===== src/hdl/gpio_map.svh =====
`ifndef GPIO_MAP_SVH
`define GPIO_MAP_SVH
// register offsets on the 8-bit register port
`define OFS_PORTA_IRQ_ENABLE 8'h80
`define OFS_PORTB_IRQ_ENABLE 8'h84
`define OFS_PORTA_IRQ_TRIGGER_KIND 8'h88
`define OFS_PORTB_IRQ_TRIGGER_KIND 8'h8c
`define OFS_PORTA_IRQ_FLAGS 8'h90
`define OFS_PORTB_IRQ_FLAGS 8'h94
`define OFS_IRQ_STATUS 8'h98
`define OFS_IRQ_CLEAR 8'h9c
`define OFS_IRQ_MASK 8'h7c
`define OFS_PORTA_DIRECTION 8'ha0
`define OFS_PORTA_INPUT_LEVEL 8'ha4
`define OFS_PORTA_OUTPUT_LATCH 8'ha8
`define OFS_PORTA_OUTPUT_CLEAR 8'hac
`define OFS_PORTA_PULLUP_ENABLE 8'hb0
`define OFS_PORTA_PULLDOWN_OR_DRIVE 8'hb4
`define OFS_PORTB_DIRECTION 8'hc0
`define OFS_PORTB_INPUT_LEVEL 8'hc4
`define OFS_PORTB_OUTPUT_LATCH 8'hc8
// field positions
`define IRQ_BIT_PORTA 0
`define IRQ_BIT_PORTB 1
`define PORTB_FOLD_LO_PIN 22
`define PORTB_FOLD_HI_PIN 23
`define PORTB_FOLD_LO_BIT 8
`define PORTB_FOLD_HI_BIT 9
// reset value of the whole state, every register clears to zero
`define STATE_RESET '0
`endif


===== src/hdl/gpio_pkg.sv =====
package gpio_pkg;

  typedef struct packed {
    logic [7:0] addr;
    logic [31:0] wdata;
    logic wr;
    logic rd;
  } bus_req_t;

  typedef struct packed {
    logic [15:0] out;
    logic [15:0] oe;
    logic [15:0] pu;
    logic [15:0] pd;
    logic [15:0] drv20;
  } porta_pins_t;

  typedef struct packed {
    logic [23:0] out;
    logic [23:0] oe;
  } portb_pins_t;

  typedef struct packed {
    logic [15:0] porta_direction;
    logic [15:0] porta_output_latch;
    logic [15:0] porta_pullup_enable;
    logic [15:0] porta_pulldown_or_drive;
    logic [15:0] porta_irq_enable;
    logic [15:0] porta_irq_trigger_kind;
    logic [15:0] porta_irq_flags;
    logic [23:0] portb_direction;
    logic [23:0] portb_output_latch;
    logic [15:0] portb_irq_enable;
    logic [15:0] portb_irq_trigger_kind;
    logic [15:0] portb_irq_flags;
    logic [1:0] irq_status;
    logic [1:0] irq_mask;
    logic [15:0] a_s1;
    logic [15:0] a_s2;
    logic [15:0] a_s3;
    logic [15:0] a_lvl;
    logic [15:0] a_prev;
    logic [23:0] b_s1;
    logic [23:0] b_s2;
    logic [23:0] b_s3;
    logic [23:0] b_lvl;
    logic [23:0] b_prev;
    logic [31:0] rdata;
    porta_pins_t a_pins;
    portb_pins_t b_pins;
    logic porta_irq;
    logic portb_irq;
    logic irq;
  } state_t;

endpackage


===== src/hdl/gpio_dual_port.sv =====
// Functional notes
// - each port interrupt enable bit gates its pin interrupt request
// - trigger kind bit set selects edge trigger, clear selects level trigger
// - pin condition sets its flag; writing one clears it, zero leaves it
// - port b interrupt bit 9 serves pin 23, bit 8 serves pin 22
// - direction bit set makes output, clear input; all reset to input
// - input level register reads pin levels, meaningful while pin is input
// - output pin drives its output latch bit level
// - input pin uses output latch bit as interrupt polarity
// - writing one to output clear register clears the latch bit
// - pull-up register holds one bit per port a pin
// - input pin: pull-down/drive bit enables the pull-down resistor
// - output pin: pull-down/drive bit selects 20 mA over 5 mA drive
// - port a uses bits 15..0, port b 23..0 (its interrupt registers 15..0); higher bits read zero
// - set pull-up bit enables pull-up on an input pin, clear disables it
//
// Implementation choices: the address-and-strobe port and the register offsets.
`timescale 1ns/1ps
`include "gpio_map.svh"

module gpio_dual_port import gpio_pkg::*; #(
  parameter int PORTA_W = 16,
  parameter int PORTB_W = 24
) (
  // clock and reset
  input wire logic i_clk,
  input wire logic i_nrst,
  // register port
  input wire bus_req_t i_bus,
  output logic [31:0] o_rdata,
  // port a pins
  input wire logic [PORTA_W-1:0] i_porta_pin,
  output porta_pins_t o_porta,
  // port b pins
  input wire logic [PORTB_W-1:0] i_portb_pin,
  output portb_pins_t o_portb,
  // interrupts
  output logic o_porta_irq,
  output logic o_portb_irq,
  output logic o_irq
);

  if (PORTA_W != 16 || PORTB_W != 24) begin : g_width_check
    $error("gpio_dual_port serves only 16 port a and 24 port b pins");
  end

  //////////////////////////////////////////////////////////////////////////////
  // helpers

  // a bit moves once the second and third stages agree
  function automatic logic [23:0] settle(input logic [23:0] s2, input logic [23:0] s3,
                                         input logic [23:0] lvl);
    settle = (s2 & s3) | (lvl & (s2 | s3));
  endfunction

  function automatic logic [15:0] fold(input logic [23:0] x);
    fold = {x[15:10], x[`PORTB_FOLD_HI_PIN], x[`PORTB_FOLD_LO_PIN], x[7:0]};
  endfunction

  function automatic logic [15:0] detect(input logic [15:0] lvl, input logic [15:0] prev,
                                         input logic [15:0] pol, input logic [15:0] trig,
                                         input logic [15:0] dir);
    logic [15:0] act;
    logic [15:0] pact;
    act = (pol & lvl) | (~pol & ~lvl);
    pact = (pol & prev) | (~pol & ~prev);
    detect = act & ~(trig & pact) & ~dir;
  endfunction

  //////////////////////////////////////////////////////////////////////////////
  // state

  state_t st_r;
  state_t st_nxt;
  logic [15:0] cond_a;
  logic [15:0] cond_b;
  logic [15:0] wclr_a;
  logic [15:0] wclr_b;
  logic [1:0] evt;
  logic wr_hit;
  logic [23:0] a_settled;

  always_comb begin
    st_nxt = st_r;
    // input synchronisers
    st_nxt.a_s1 = i_porta_pin;
    st_nxt.a_s2 = st_r.a_s1;
    st_nxt.a_s3 = st_r.a_s2;
    a_settled = settle({8'h00, st_r.a_s2}, {8'h00, st_r.a_s3}, {8'h00, st_r.a_lvl});
    st_nxt.a_lvl = a_settled[15:0];
    st_nxt.a_prev = st_r.a_lvl;
    st_nxt.b_s1 = i_portb_pin;
    st_nxt.b_s2 = st_r.b_s1;
    st_nxt.b_s3 = st_r.b_s2;
    st_nxt.b_lvl = settle(st_r.b_s2, st_r.b_s3, st_r.b_lvl);
    st_nxt.b_prev = st_r.b_lvl;

    cond_a = detect(st_r.a_lvl, st_r.a_prev, st_r.porta_output_latch,
                    st_r.porta_irq_trigger_kind, st_r.porta_direction);
    cond_b = detect(fold(st_r.b_lvl), fold(st_r.b_prev), fold(st_r.portb_output_latch),
                    st_r.portb_irq_trigger_kind, fold(st_r.portb_direction));

    wr_hit = i_bus.wr;
    wclr_a = (wr_hit && i_bus.addr == `OFS_PORTA_IRQ_FLAGS) ? i_bus.wdata[15:0] : 16'h0000;
    wclr_b = (wr_hit && i_bus.addr == `OFS_PORTB_IRQ_FLAGS) ? i_bus.wdata[15:0] : 16'h0000;

    st_nxt.porta_irq_flags = (st_r.porta_irq_flags & ~wclr_a) | cond_a;
    st_nxt.portb_irq_flags = (st_r.portb_irq_flags & ~wclr_b) | cond_b;

    // register writes
    if (wr_hit) begin
      case (i_bus.addr)
        `OFS_PORTA_IRQ_ENABLE: st_nxt.porta_irq_enable = i_bus.wdata[15:0];
        `OFS_PORTB_IRQ_ENABLE: st_nxt.portb_irq_enable = i_bus.wdata[15:0];
        `OFS_PORTA_IRQ_TRIGGER_KIND: st_nxt.porta_irq_trigger_kind = i_bus.wdata[15:0];
        `OFS_PORTB_IRQ_TRIGGER_KIND: st_nxt.portb_irq_trigger_kind = i_bus.wdata[15:0];
        `OFS_IRQ_MASK: st_nxt.irq_mask = i_bus.wdata[1:0];
        `OFS_PORTA_DIRECTION: st_nxt.porta_direction = i_bus.wdata[15:0];
        `OFS_PORTB_DIRECTION: st_nxt.portb_direction = i_bus.wdata[23:0];
        `OFS_PORTA_OUTPUT_LATCH: st_nxt.porta_output_latch = i_bus.wdata[15:0];
        `OFS_PORTB_OUTPUT_LATCH: st_nxt.portb_output_latch = i_bus.wdata[23:0];
        // clear latch bits written as one
        `OFS_PORTA_OUTPUT_CLEAR: begin
          st_nxt.porta_output_latch = st_r.porta_output_latch & ~i_bus.wdata[15:0];
        end
        `OFS_PORTA_PULLUP_ENABLE: st_nxt.porta_pullup_enable = i_bus.wdata[15:0];
        `OFS_PORTA_PULLDOWN_OR_DRIVE: st_nxt.porta_pulldown_or_drive = i_bus.wdata[15:0];
        default: ;
      endcase
    end

    // port events: a flag newly set
    evt[`IRQ_BIT_PORTA] = |(st_nxt.porta_irq_flags & ~st_r.porta_irq_flags);
    evt[`IRQ_BIT_PORTB] = |(st_nxt.portb_irq_flags & ~st_r.portb_irq_flags);
    st_nxt.irq_status = st_r.irq_status | evt;
    if (wr_hit && i_bus.addr == `OFS_IRQ_CLEAR) begin
      st_nxt.irq_status = (st_r.irq_status & ~i_bus.wdata[1:0]) | evt;
    end

    // read data, one cycle after the strobe; upper bits zero
    st_nxt.rdata = 32'h0000_0000;
    if (i_bus.rd) begin
      case (i_bus.addr)
        `OFS_PORTA_IRQ_ENABLE: st_nxt.rdata = {16'h0000, st_r.porta_irq_enable};
        `OFS_PORTB_IRQ_ENABLE: st_nxt.rdata = {16'h0000, st_r.portb_irq_enable};
        `OFS_PORTA_IRQ_TRIGGER_KIND: st_nxt.rdata = {16'h0000, st_r.porta_irq_trigger_kind};
        `OFS_PORTB_IRQ_TRIGGER_KIND: st_nxt.rdata = {16'h0000, st_r.portb_irq_trigger_kind};
        `OFS_PORTA_IRQ_FLAGS: st_nxt.rdata = {16'h0000, st_r.porta_irq_flags};
        `OFS_PORTB_IRQ_FLAGS: st_nxt.rdata = {16'h0000, st_r.portb_irq_flags};
        `OFS_IRQ_STATUS: st_nxt.rdata = {30'h0000_0000, st_r.irq_status};
        `OFS_IRQ_MASK: st_nxt.rdata = {30'h0000_0000, st_r.irq_mask};
        `OFS_PORTA_DIRECTION: st_nxt.rdata = {16'h0000, st_r.porta_direction};
        `OFS_PORTA_INPUT_LEVEL: st_nxt.rdata = {16'h0000, st_r.a_lvl};
        `OFS_PORTA_OUTPUT_LATCH: st_nxt.rdata = {16'h0000, st_r.porta_output_latch};
        `OFS_PORTA_PULLUP_ENABLE: st_nxt.rdata = {16'h0000, st_r.porta_pullup_enable};
        `OFS_PORTA_PULLDOWN_OR_DRIVE: st_nxt.rdata = {16'h0000, st_r.porta_pulldown_or_drive};
        `OFS_PORTB_DIRECTION: st_nxt.rdata = {8'h00, st_r.portb_direction};
        `OFS_PORTB_INPUT_LEVEL: st_nxt.rdata = {8'h00, st_r.b_lvl};
        `OFS_PORTB_OUTPUT_LATCH: st_nxt.rdata = {8'h00, st_r.portb_output_latch};
        default: st_nxt.rdata = 32'h0000_0000;
      endcase
    end

    // output pins drive the latch; input pins stay undriven
    st_nxt.a_pins.oe = st_nxt.porta_direction;
    st_nxt.a_pins.out = st_nxt.porta_output_latch & st_nxt.porta_direction;
    st_nxt.b_pins.oe = st_nxt.portb_direction;
    st_nxt.b_pins.out = st_nxt.portb_output_latch & st_nxt.portb_direction;
    st_nxt.a_pins.pu = st_nxt.porta_pullup_enable & ~st_nxt.porta_direction;
    st_nxt.a_pins.pd = st_nxt.porta_pulldown_or_drive & ~st_nxt.porta_direction;
    st_nxt.a_pins.drv20 = st_nxt.porta_pulldown_or_drive & st_nxt.porta_direction;

    // enabled flags raise the port request
    st_nxt.porta_irq = |(st_nxt.porta_irq_flags & st_nxt.porta_irq_enable);
    st_nxt.portb_irq = |(st_nxt.portb_irq_flags & st_nxt.portb_irq_enable);
    st_nxt.irq = |(st_nxt.irq_status & st_nxt.irq_mask);
  end

  always_ff @(posedge i_clk or negedge i_nrst) begin
    if (!i_nrst) begin
      st_r <= `STATE_RESET;
    end else begin
      st_r <= st_nxt;
    end
  end

  assign o_rdata = st_r.rdata;
  assign o_porta = st_r.a_pins;
  assign o_portb = st_r.b_pins;
  assign o_porta_irq = st_r.porta_irq;
  assign o_portb_irq = st_r.portb_irq;
  assign o_irq = st_r.irq;
endmodule


===== config.mk =====
export PLATFORM = sky130hd
export DESIGN_NAME = gpio_dual_port
export DESIGN_NICKNAME = d
export VERILOG_FILES = /design/src/hdl/gpio_pkg.sv /design/src/hdl/gpio_dual_port.sv
export VERILOG_INCLUDE_DIRS = /design/src /design/src/hdl
export SDC_FILE = /design/constraint.sdc
export NUM_CORES = 1
export LEC_CHECK = 0
export BUFFER_PORTS_ARGS = -buffer_cell sky130_fd_sc_hd__buf_2
export CORE_MARGIN = 1
export CORE_UTILIZATION = 35
export DETAILED_ROUTE_END_ITERATION = 8
export PLACE_DENSITY = 0.61
export SYNTH_ARGS = -nofsm -noshare
export SYNTH_HDL_FRONTEND = slang
export SYNTH_SLANG_ARGS = --single-unit

===== constraint.sdc =====
create_clock -name i_clk -period 6.2 [get_ports i_clk]
set_input_delay 0.62 -clock i_clk [delete_from_list [all_inputs] [get_ports i_clk]]
set_output_delay 0.62 -clock i_clk [all_outputs]
set_load 0.05 [all_outputs]

* Word level (Yosys, flattened, before mapping)
Cells that the tools add are included.
** Storage, ports and cells
- Register bits after elaboration :: 535
- Memory bits (writable) :: 0
- Output and inout port bits :: 163
- Latch bits :: 0
- Bits in read-only memories :: 0
- Logic and storage cells :: 141
- Memories :: 0
- Input bits :: 84
** Operators by class
- $add $sub $neg :: 0
- Bitwise gates (word level) :: 61
- Div/mod/pow operators :: 0
- Reductions and logical operators :: 10
- Mux-type cells :: 19
- Equal/unequal tests :: 18
- Shift operators :: 0
- $mul :: 0
- Magnitude comparators :: 0
** Operators by type and width (count)
- 16-bit AND :: 27
- 24-bit one-hot mux with 16 select lines :: 1
- 16-bit NOT :: 16
- 16-bit 2-to-1 mux :: 9
- 8-bit equality test, second input constant :: 17
- 16-bit OR :: 8
- 96-bit 2-to-1 mux :: 1
- 80-bit 2-to-1 mux :: 1
- 24-bit AND :: 3
- 24-bit 2-to-1 mux :: 3
- 16-bit OR reduction :: 4
- 24-bit OR :: 2
- 16-bit one-hot mux with 2 select lines :: 1
- 8-bit by 7-bit equality test with 1-bit output, second input constant :: 1
- 2-bit 2-to-1 mux :: 3
- 2-bit AND :: 2
- 2-bit OR :: 2
- 2-bit AND reduction :: 2
- 1-bit logical AND :: 3
- 2-bit NOT :: 1
- 2-bit OR reduction :: 1

* Logic depth before layout (Yosys ltp)
Gate-level depths: netlist of run 1.
- Depth in word-level cells :: 14
- Depth in mapped cells :: 10
- Gate-level depth less buffers :: 6

* Worst setup path after synthesis of run 1
No wires, ideal clock.
- Path type :: input -> register
- Start point :: in i_bus[39] (netlist name)
- End point :: reg st_r (netlist bit o_porta_irq)
- Data required time :: 6.061 ns
- Stages :: 8
- Slack :: 3.485 ns
- Arrival time :: 2.576 ns
- Setup time :: 0.139 ns
- Path buffers :: 2
- Cells stage by stage :: buf_2 nor4bb_1 buf_4 nand4_1 a2bb2oi_1 o22ai_1 or4_1 or4_1
** RTL lines
- from (decl) :: line gpio_dual_port.sv:29 : input wire bus_req_t i_bus,
- to (signal assigned) :: line gpio_dual_port.sv:181 : st_r <= `STATE_RESET;
- to (signal assigned) :: line gpio_dual_port.sv:183 : st_r <= st_nxt;
- to (decl) :: line gpio_dual_port.sv:73 : state_t st_r;

==> results of run 1 <==
routing by layer:
layer,GRT usage (%),routed length [um]
met4,8.588,2287
met3,4.118,4465
met1,26.77,25590
met2,31.62,28390
met5,0,51
worst max-delay path, cell delays in order:
cell and delay (ps):
buf_2 360, or4b_2 830, nor2_2 900, nand2_2 930, mux2_2 560, and2_1 170
per-stage QoR:
stage	cells	hold slack [ps]	setup WS, ps	utilization [%]	power, W
floorplan	1650	324.4	3485	-	0.004038
detailed placement	2454	334.7	1756	37.07	0.004259
CTS	2553	56.34	2402	40.27	0.007695
global route	2555	74.37	2314	40.28	0.007903
finish	2556	21.93	2319	40.28	0.007624
global placement	2454	333.3	1775	37.07	0.004243
power groups by stage:
stage          registers, W  logic, W  clock network, W
6_report            0.00368  0.000520           0.00342
5_1_grt             0.00370  0.000564           0.00364
4_1_cts             0.00368  0.000524           0.00349
3_5_place_dp        0.00374  0.000522                 0
3_3_place_gp        0.00373  0.000512                 0
2_1_floorplan       0.00370  0.000335                 0
Yosys cell counts (all sizes together), types with 19 or more instances:
master | count | area, um^2
a22oi | 87 | 653.1
maj3 | 40 | 400.4
a21oi | 23 | 115.1
buf | 178 | 1299
nand3 | 19 | 107.6
a221oi | 22 | 192.7
inv | 57 | 214.0
nand2b | 31 | 193.9
nor2 | 87 | 331.6
mux2i | 42 | 420.4
a21boi | 31 | 232.7
nand4 | 25 | 156.4
clkbuf | 48 | 180.2
and2 | 42 | 262.8
a222oi | 23 | 230.2
o21ai | 27 | 135.1
dfrtp | 519 | 12990
mux2 | 121 | 1363
nand2 | 68 | 262.8
path summary, 6_finish.rpt:
check | start | cells after the start | endpoint
max | i_bus[36] | 6 | o_portb[32]
min | i_nrst | 1 | o_porta[72]
max reg2reg | st_nxt[294] | 6 | o_porta_irq
min reg2reg | st_nxt[235] | 0 | st_nxt[211]
max in group asynchronous | i_nrst | 2 | o_rdata[0]
min in group i_clk | i_porta_pin[15] | 1 | st_nxt[346]
flip-flops by register name, indices dropped and copies added, names as in the netlist:
name         count
o_porta_irq      1
st_nxt         120
o_porta         80
o_rdata         24
st_r           244
o_irq            1
o_portb         48
o_portb_irq      1
final cells by class:
class	instances	area (um^2)	area share (%)
clock buffer	75	1540	6.479
clock inverter	24	350.3	1.474
antenna	3	7.507	0.03158
timing repair buffer	257	1376	5.789
inverter	57	214.0	0.8999
tap	773	967.2	4.068
sequential	519	12990	54.63
multi-input combinational	848	6331	26.63
layout by cell type (no fill, tap or decap), types with 13 or more instances in the layout:
cell	instances
a21boi_0	31
a21oi_1	23
a221oi_1	22
a222oi_1	23
a22o_1	14
a22oi_1	87
and2_1	41
buf_2	229
buf_4	26
clkbuf_16	54
dfrtp_1	519
inv_1	57
maj3_1	40
mux2_2	121
mux2i_1	42
nand2_1	65
nand2b_1	31
nand3_1	17
nand4_1	25
nor2_1	77
nor2b_1	16
o21ai_0	27
o2bb2ai_1	15
or2_2	13
kinds of logic after synthesis:
group / after synthesis
flops: 519
simple gates: 346
compound gates: 289
buf+inv: 283
mux: 163
fa+ha+maj: 40
xor+xnor: 2
other cells: 1
==> flow_summary_export.csv, run 1 <==
group,metric,value,unit
sta,tns,0,ps
power,internal_power,0.005742,W
die,dieArea,60780,um^2
sta,report.final.hold_viol_count,0,
yosys,synth_xor_area_share,0.08369,%
worst_setup_path,path_class,"primary input to register",
yosys,ys.warnings.count,0,
worst_setup_path,arrival,4380,ps
worst_setup_path,critPathLaunchType,"primary input",
yosys,synth.distinct_cells,60,
route,wl_per_cell,23.78,um
worst_setup_path,required,6700,ps
layout,nets,1821,
route,first_pass_iters,6,
place,post-dp-hpwl,40.49,mm
yosys,muxShareOfSynthArea,8.519,%
yosys,synth-compound-area-share,10.44,%
layout,fill_cells,5569,
yosys,netlist_area,20930,um^2
yosys,ys_seq_elements,519,
die,initial_core_util,35.46,%
global_routing,grt_overflow,0,
flow_run,maxCapViolations,0,
layout,stdcell_area,23770,um^2
die,die_x,246.5,um
place,place_area,21880,um^2
place,gp_congestion,0.9139,
yosys,synth_top_family_by_area,"compound AO/OA/AOI/OAI gates",
route,via_count,13490,
route,vias_per_cell,5.276,
yosys,ys_seq_area_share,62.05,%
clock_network,holdBufCountCts,0,
clock_network,tritoncts,"built",
sta,setup_viol,0,
power,power_density,320.7,nW/um^2
power,clkPwrFrac,44.9,%
power,netSwitchingPower,0.001882,W
route,drc,0,
die,die_y,246.5,um
yosys,synthArstFlopShare,100.0,%
clock_network,clk_pin_slew,60,ps
worst_setup_path,r2r_slack,3510,ps
sta,period_minus_slack,3881,ps
route,drtAntennaViolNets,0,
global_routing,grt_max_degree,158,
clock_network,cts.sinks,519,
sta,grt_setup_unrepaired,"false",
yosys,synth_area_per_cell,12.74,um^2
global_routing,grt_pass1_wl,90.00,mm
yosys,ys_dominant_reg_cell,"dfrtp_1",
route,wirelength,60.78,mm
power,vdd_drop_max,0.2006,mV
clock_network,cts-buffers-inserted,54,
layout,syn_to_final_growth,13.59,%
yosys,synthCells,1643,
clock_network,cts_buffer_depth,3,
global_routing,antenna_found_initial,8,
die,io_pins,247,
power,sequentialPowerShare,48.3,%
global_routing,grt_pass1_vias,13860,
route,drt_iter0_drc,1378,
clock_network,post_cts_buffers,0,
clock_network,clk_latency,630,ps
run_status,outcome,"finished clean",
clock_network,cts_resized,0,
sta,clock_skew,19.83,ps
sta,final-max-slew-violation-count,0,
worst_setup_path,cp-end-kind,"register",
hold_path,hp-class,"primary input to asynchronous set/reset pin",
worst_setup_path,cp_max_fo,26,
sta,post-route-period-util,62.60,%
die,rows,89,
yosys,synth_edf_count,0,
sta,clock.fmax,257.7,MHz
clock_network,cts_root_buf,"clkbuf_16",
power,combinationalPowerShare,6.8,%
sta,max_slew_margin,15.50,%
yosys,yosys.area_share.simple,8.883,%
die,core,59020,um^2
sta,worst_slew_pin_slew,1264,ps
layout,final_layout_size_suffix_gt1_share,28.37,%
power,leakagePower,11.71,nW
clock_network,h-tree-depth,2,
global_routing,grt_use_total,20.07,%
place,portBuffers,230,
yosys,synthAdderAreaFrac,1.913,%
power,swShare,24.68,%
No activity file was read; power rests on OpenSTA's default activity.
==> inputs of run 2 (changes only) <==
Settings changed: PLACE_DENSITY 0.61 to 0.63.
Clock period 6.2 ns to 3.5 ns, I/O delays scaled along.
==> flow_summary_export.csv, run 2 (synthesized netlist as in run 1, its figures left out) <==
group,metric,value,unit
route,drc,0,
worst_setup_path,path_class,"register to register",
worst_setup_path,required,3980,ps
place,post-dp-hpwl,43.10,mm
sta,tns,0,ps
global_routing,grt_pass1_wl,91.27,mm
clock_network,cts.sinks,519,
route,drt_iter0_drc,1255,
die,die_x,246.5,um
clock_network,clk_latency,620,ps
sta,grt_setup_unrepaired,"false",
worst_setup_path,cp_slowest_cell,"nor4_1",
power,swShare,24.67,%
worst_setup_path,critPathLaunchType,"register",
sta,whs,113.3,ps
power,vdd_drop_max,0.3452,mV
die,rows,89,
worst_setup_path,crit_buf_inv,0,
power,internal_power,0.01012,W
worst_setup_path,path_cells,"a21boi_0 -> a22oi_1 -> o32ai_1 -> nor4_1 -> nand4_1 -> a22o_1",
sta,clock.fmax,378.9,MHz
route,first_pass_iters,8,
global_routing,grt_use_total,20.52,%
route,vias_per_cell,5.201,
place,gp_congestion,0.9140,
hold_path,min_path_cells,3,
clock_network,cts_buffer_depth,3,
power,power_density,546.2,nW/um^2
layout,largest_reg_flops,244,
power,sequentialPowerShare,48.6,%
run_status,outcome,"finished clean",
sta,worst_slack,860.5,ps
sta,clock_skew,22.81,ps
place,dp_slack,512.9,ps
sta,setup_viol,0,
clock_network,cts-buffers-inserted,54,
power,combinationalPowerShare,7.3,%
layout,utilization,41.66,%
clock_network,cts_resized,0,
flow_run,maxCapViolations,0,
worst_setup_path,r2r-end,"o_irq",
clock_network,cts_root_buf,"clkbuf_16",
power,netSwitchingPower,0.003313,W
die,initial_core_util,35.46,%
power,clkPwrFrac,44.1,%
die,core,59020,um^2
clock_network,tritoncts,"built",
global_routing,grt_pass1_vias,14040,
worst_setup_path,cp_slowest_stage_delay,590,ps
layout,fill_cells,5556,
worst_setup_path,r2r-start,"st_nxt[284]",
power,leakagePower,12.12,nW
sta,worst_slew_pin_slew,843.1,ps
clock_network,h-tree-depth,2,
route,wirelength,62.26,mm
layout,layout_commonest_cell,"dfrtp_1",
layout,num_antenna_cells,0,
layout,nets,1911,
route,via_count,13750,
die,dieArea,60780,um^2
layout,final_layout_size_suffix_gt1_share,28.77,%
worst_setup_path,cp_max_fo,5,
layout,mostFrequentLayoutCells,"dfrtp_1, buf_2, mux2_2",
die,die_y,246.5,um
global_routing,grt_overflow,0,
worst_setup_path,cp_top_family,"compound AO/OA/AOI/OAI gates",
worst_setup_path,reg2reg_depth,6,
layout,largest_register,"st_r",
die,io_pins,247,
route,wl_per_cell,23.56,um
hold_path,min_from,"i_bus[16]",
global_routing,grt_max_degree,97,
global_routing,antenna_found_initial,2,
sta,report.final.hold_viol_count,0,
sta,period_minus_slack,2640,ps
place,place_inst,2495,
hold_path,hold_end,"st_r[557]",
layout,syn_to_final_growth,17.47,%
clock_network,clk_pin_slew,60,ps
hold_path,hp-class,"primary input to register",
worst_setup_path,r2r_slack,860,ps
worst_setup_path,cp-end-kind,"register",
route,drtAntennaViolNets,0,
sta,final-max-slew-violation-count,0,
sta,max_slew_margin,43.46,%
sta,post-route-period-util,75.42,%
worst_setup_path,arrival,3120,ps
layout,stdcell_count,2643,
place,portBuffers,230,
## run 2: changes by cell type in the layout (fill, tap and decap cells not counted), sizes merged
| cell | previous run | this run |
|---|---|---|
| inv | 60 | 62 |
| clkinv | 10 | 14 |
| clkbuf | 75 | 70 |
| buf | 257 | 298 |
| clkinvlp | 4 | 3 |
| diode | 3 | 0 |
| dlygate4sd3 | 0 | 49 |
## run 2: area by class of cell
| type | count | area, um^2 | area share, % |
|---|---|---|---|
| clock buffers | 70 | 1471 | 5.985 |
| clock inverters | 29 | 369.1 | 1.501 |
| flip-flops and latches | 519 | 12990 | 52.82 |
| repair buffers | 347 | 2275 | 9.252 |
| well taps | 773 | 967.2 | 3.934 |
| inverters | 57 | 214.0 | 0.8702 |
| multi-input cells | 848 | 6302 | 25.63 |
## run 2: layer usage
layer	vias up	part of all wire (%)	GRT usage, %
met3	125	6.5	3.617
met4	4	3.3	8.460
met5	-	0.040	0
met2	545	48	33.01
met1	7019	42	27.29
li1	6054	-	-
## run 2: worst register-to-register path: cells and delay by family, from the launching register on
kind               cells  cell delay (ps)
AOI/OAI and AO/OA      4             1240
and+or+nand+nor        2              820
DFF                    1              440
## run 2: timing repair
| item | in CTS | in global routing |
|---|---|---|
| hold buffers | 49 | 0 |
| hold endpoints to repair | 132 | 0 |
| setup buffers | 0 | 0 |
## run 2: how the worst max path moves through the flow
stage,from,endpoint,slack (ps),depth (start not counted)
2_1_floorplan,i_bus[39],o_porta_irq,1060,8
3_3_place_gp,i_bus[36],o_porta_irq,570,7
3_5_place_dp,i_bus[36],o_porta_irq,510,7
4_1_cts,st_nxt[284],o_porta_irq,950,6
5_1_grt,st_nxt[284],o_porta_irq,890,6
6_report,st_nxt[284],o_irq,860,6
## run 2: power groups by stage
stage | Clock, W | Combinational, W | Sequential, W
after floorplan | 0 | 0.000594 | 0.00656
after global placement | 0 | 0.000930 | 0.00662
after detailed placement | 0 | 0.000946 | 0.00663
after CTS | 0.00606 | 0.000994 | 0.00652
after global routing | 0.00629 | 0.00107 | 0.00656
final | 0.00592 | 0.000982 | 0.00653
## run 2: through the flow
step | instance area, um^2 | total power (W)
after floorplan | 20960 | 0.007154
after global placement | 22260 | 0.007550
after detailed placement | 22260 | 0.007576
after CTS | 24590 | 0.01358
after global routing | 24590 | 0.01392
final | 24590 | 0.01343
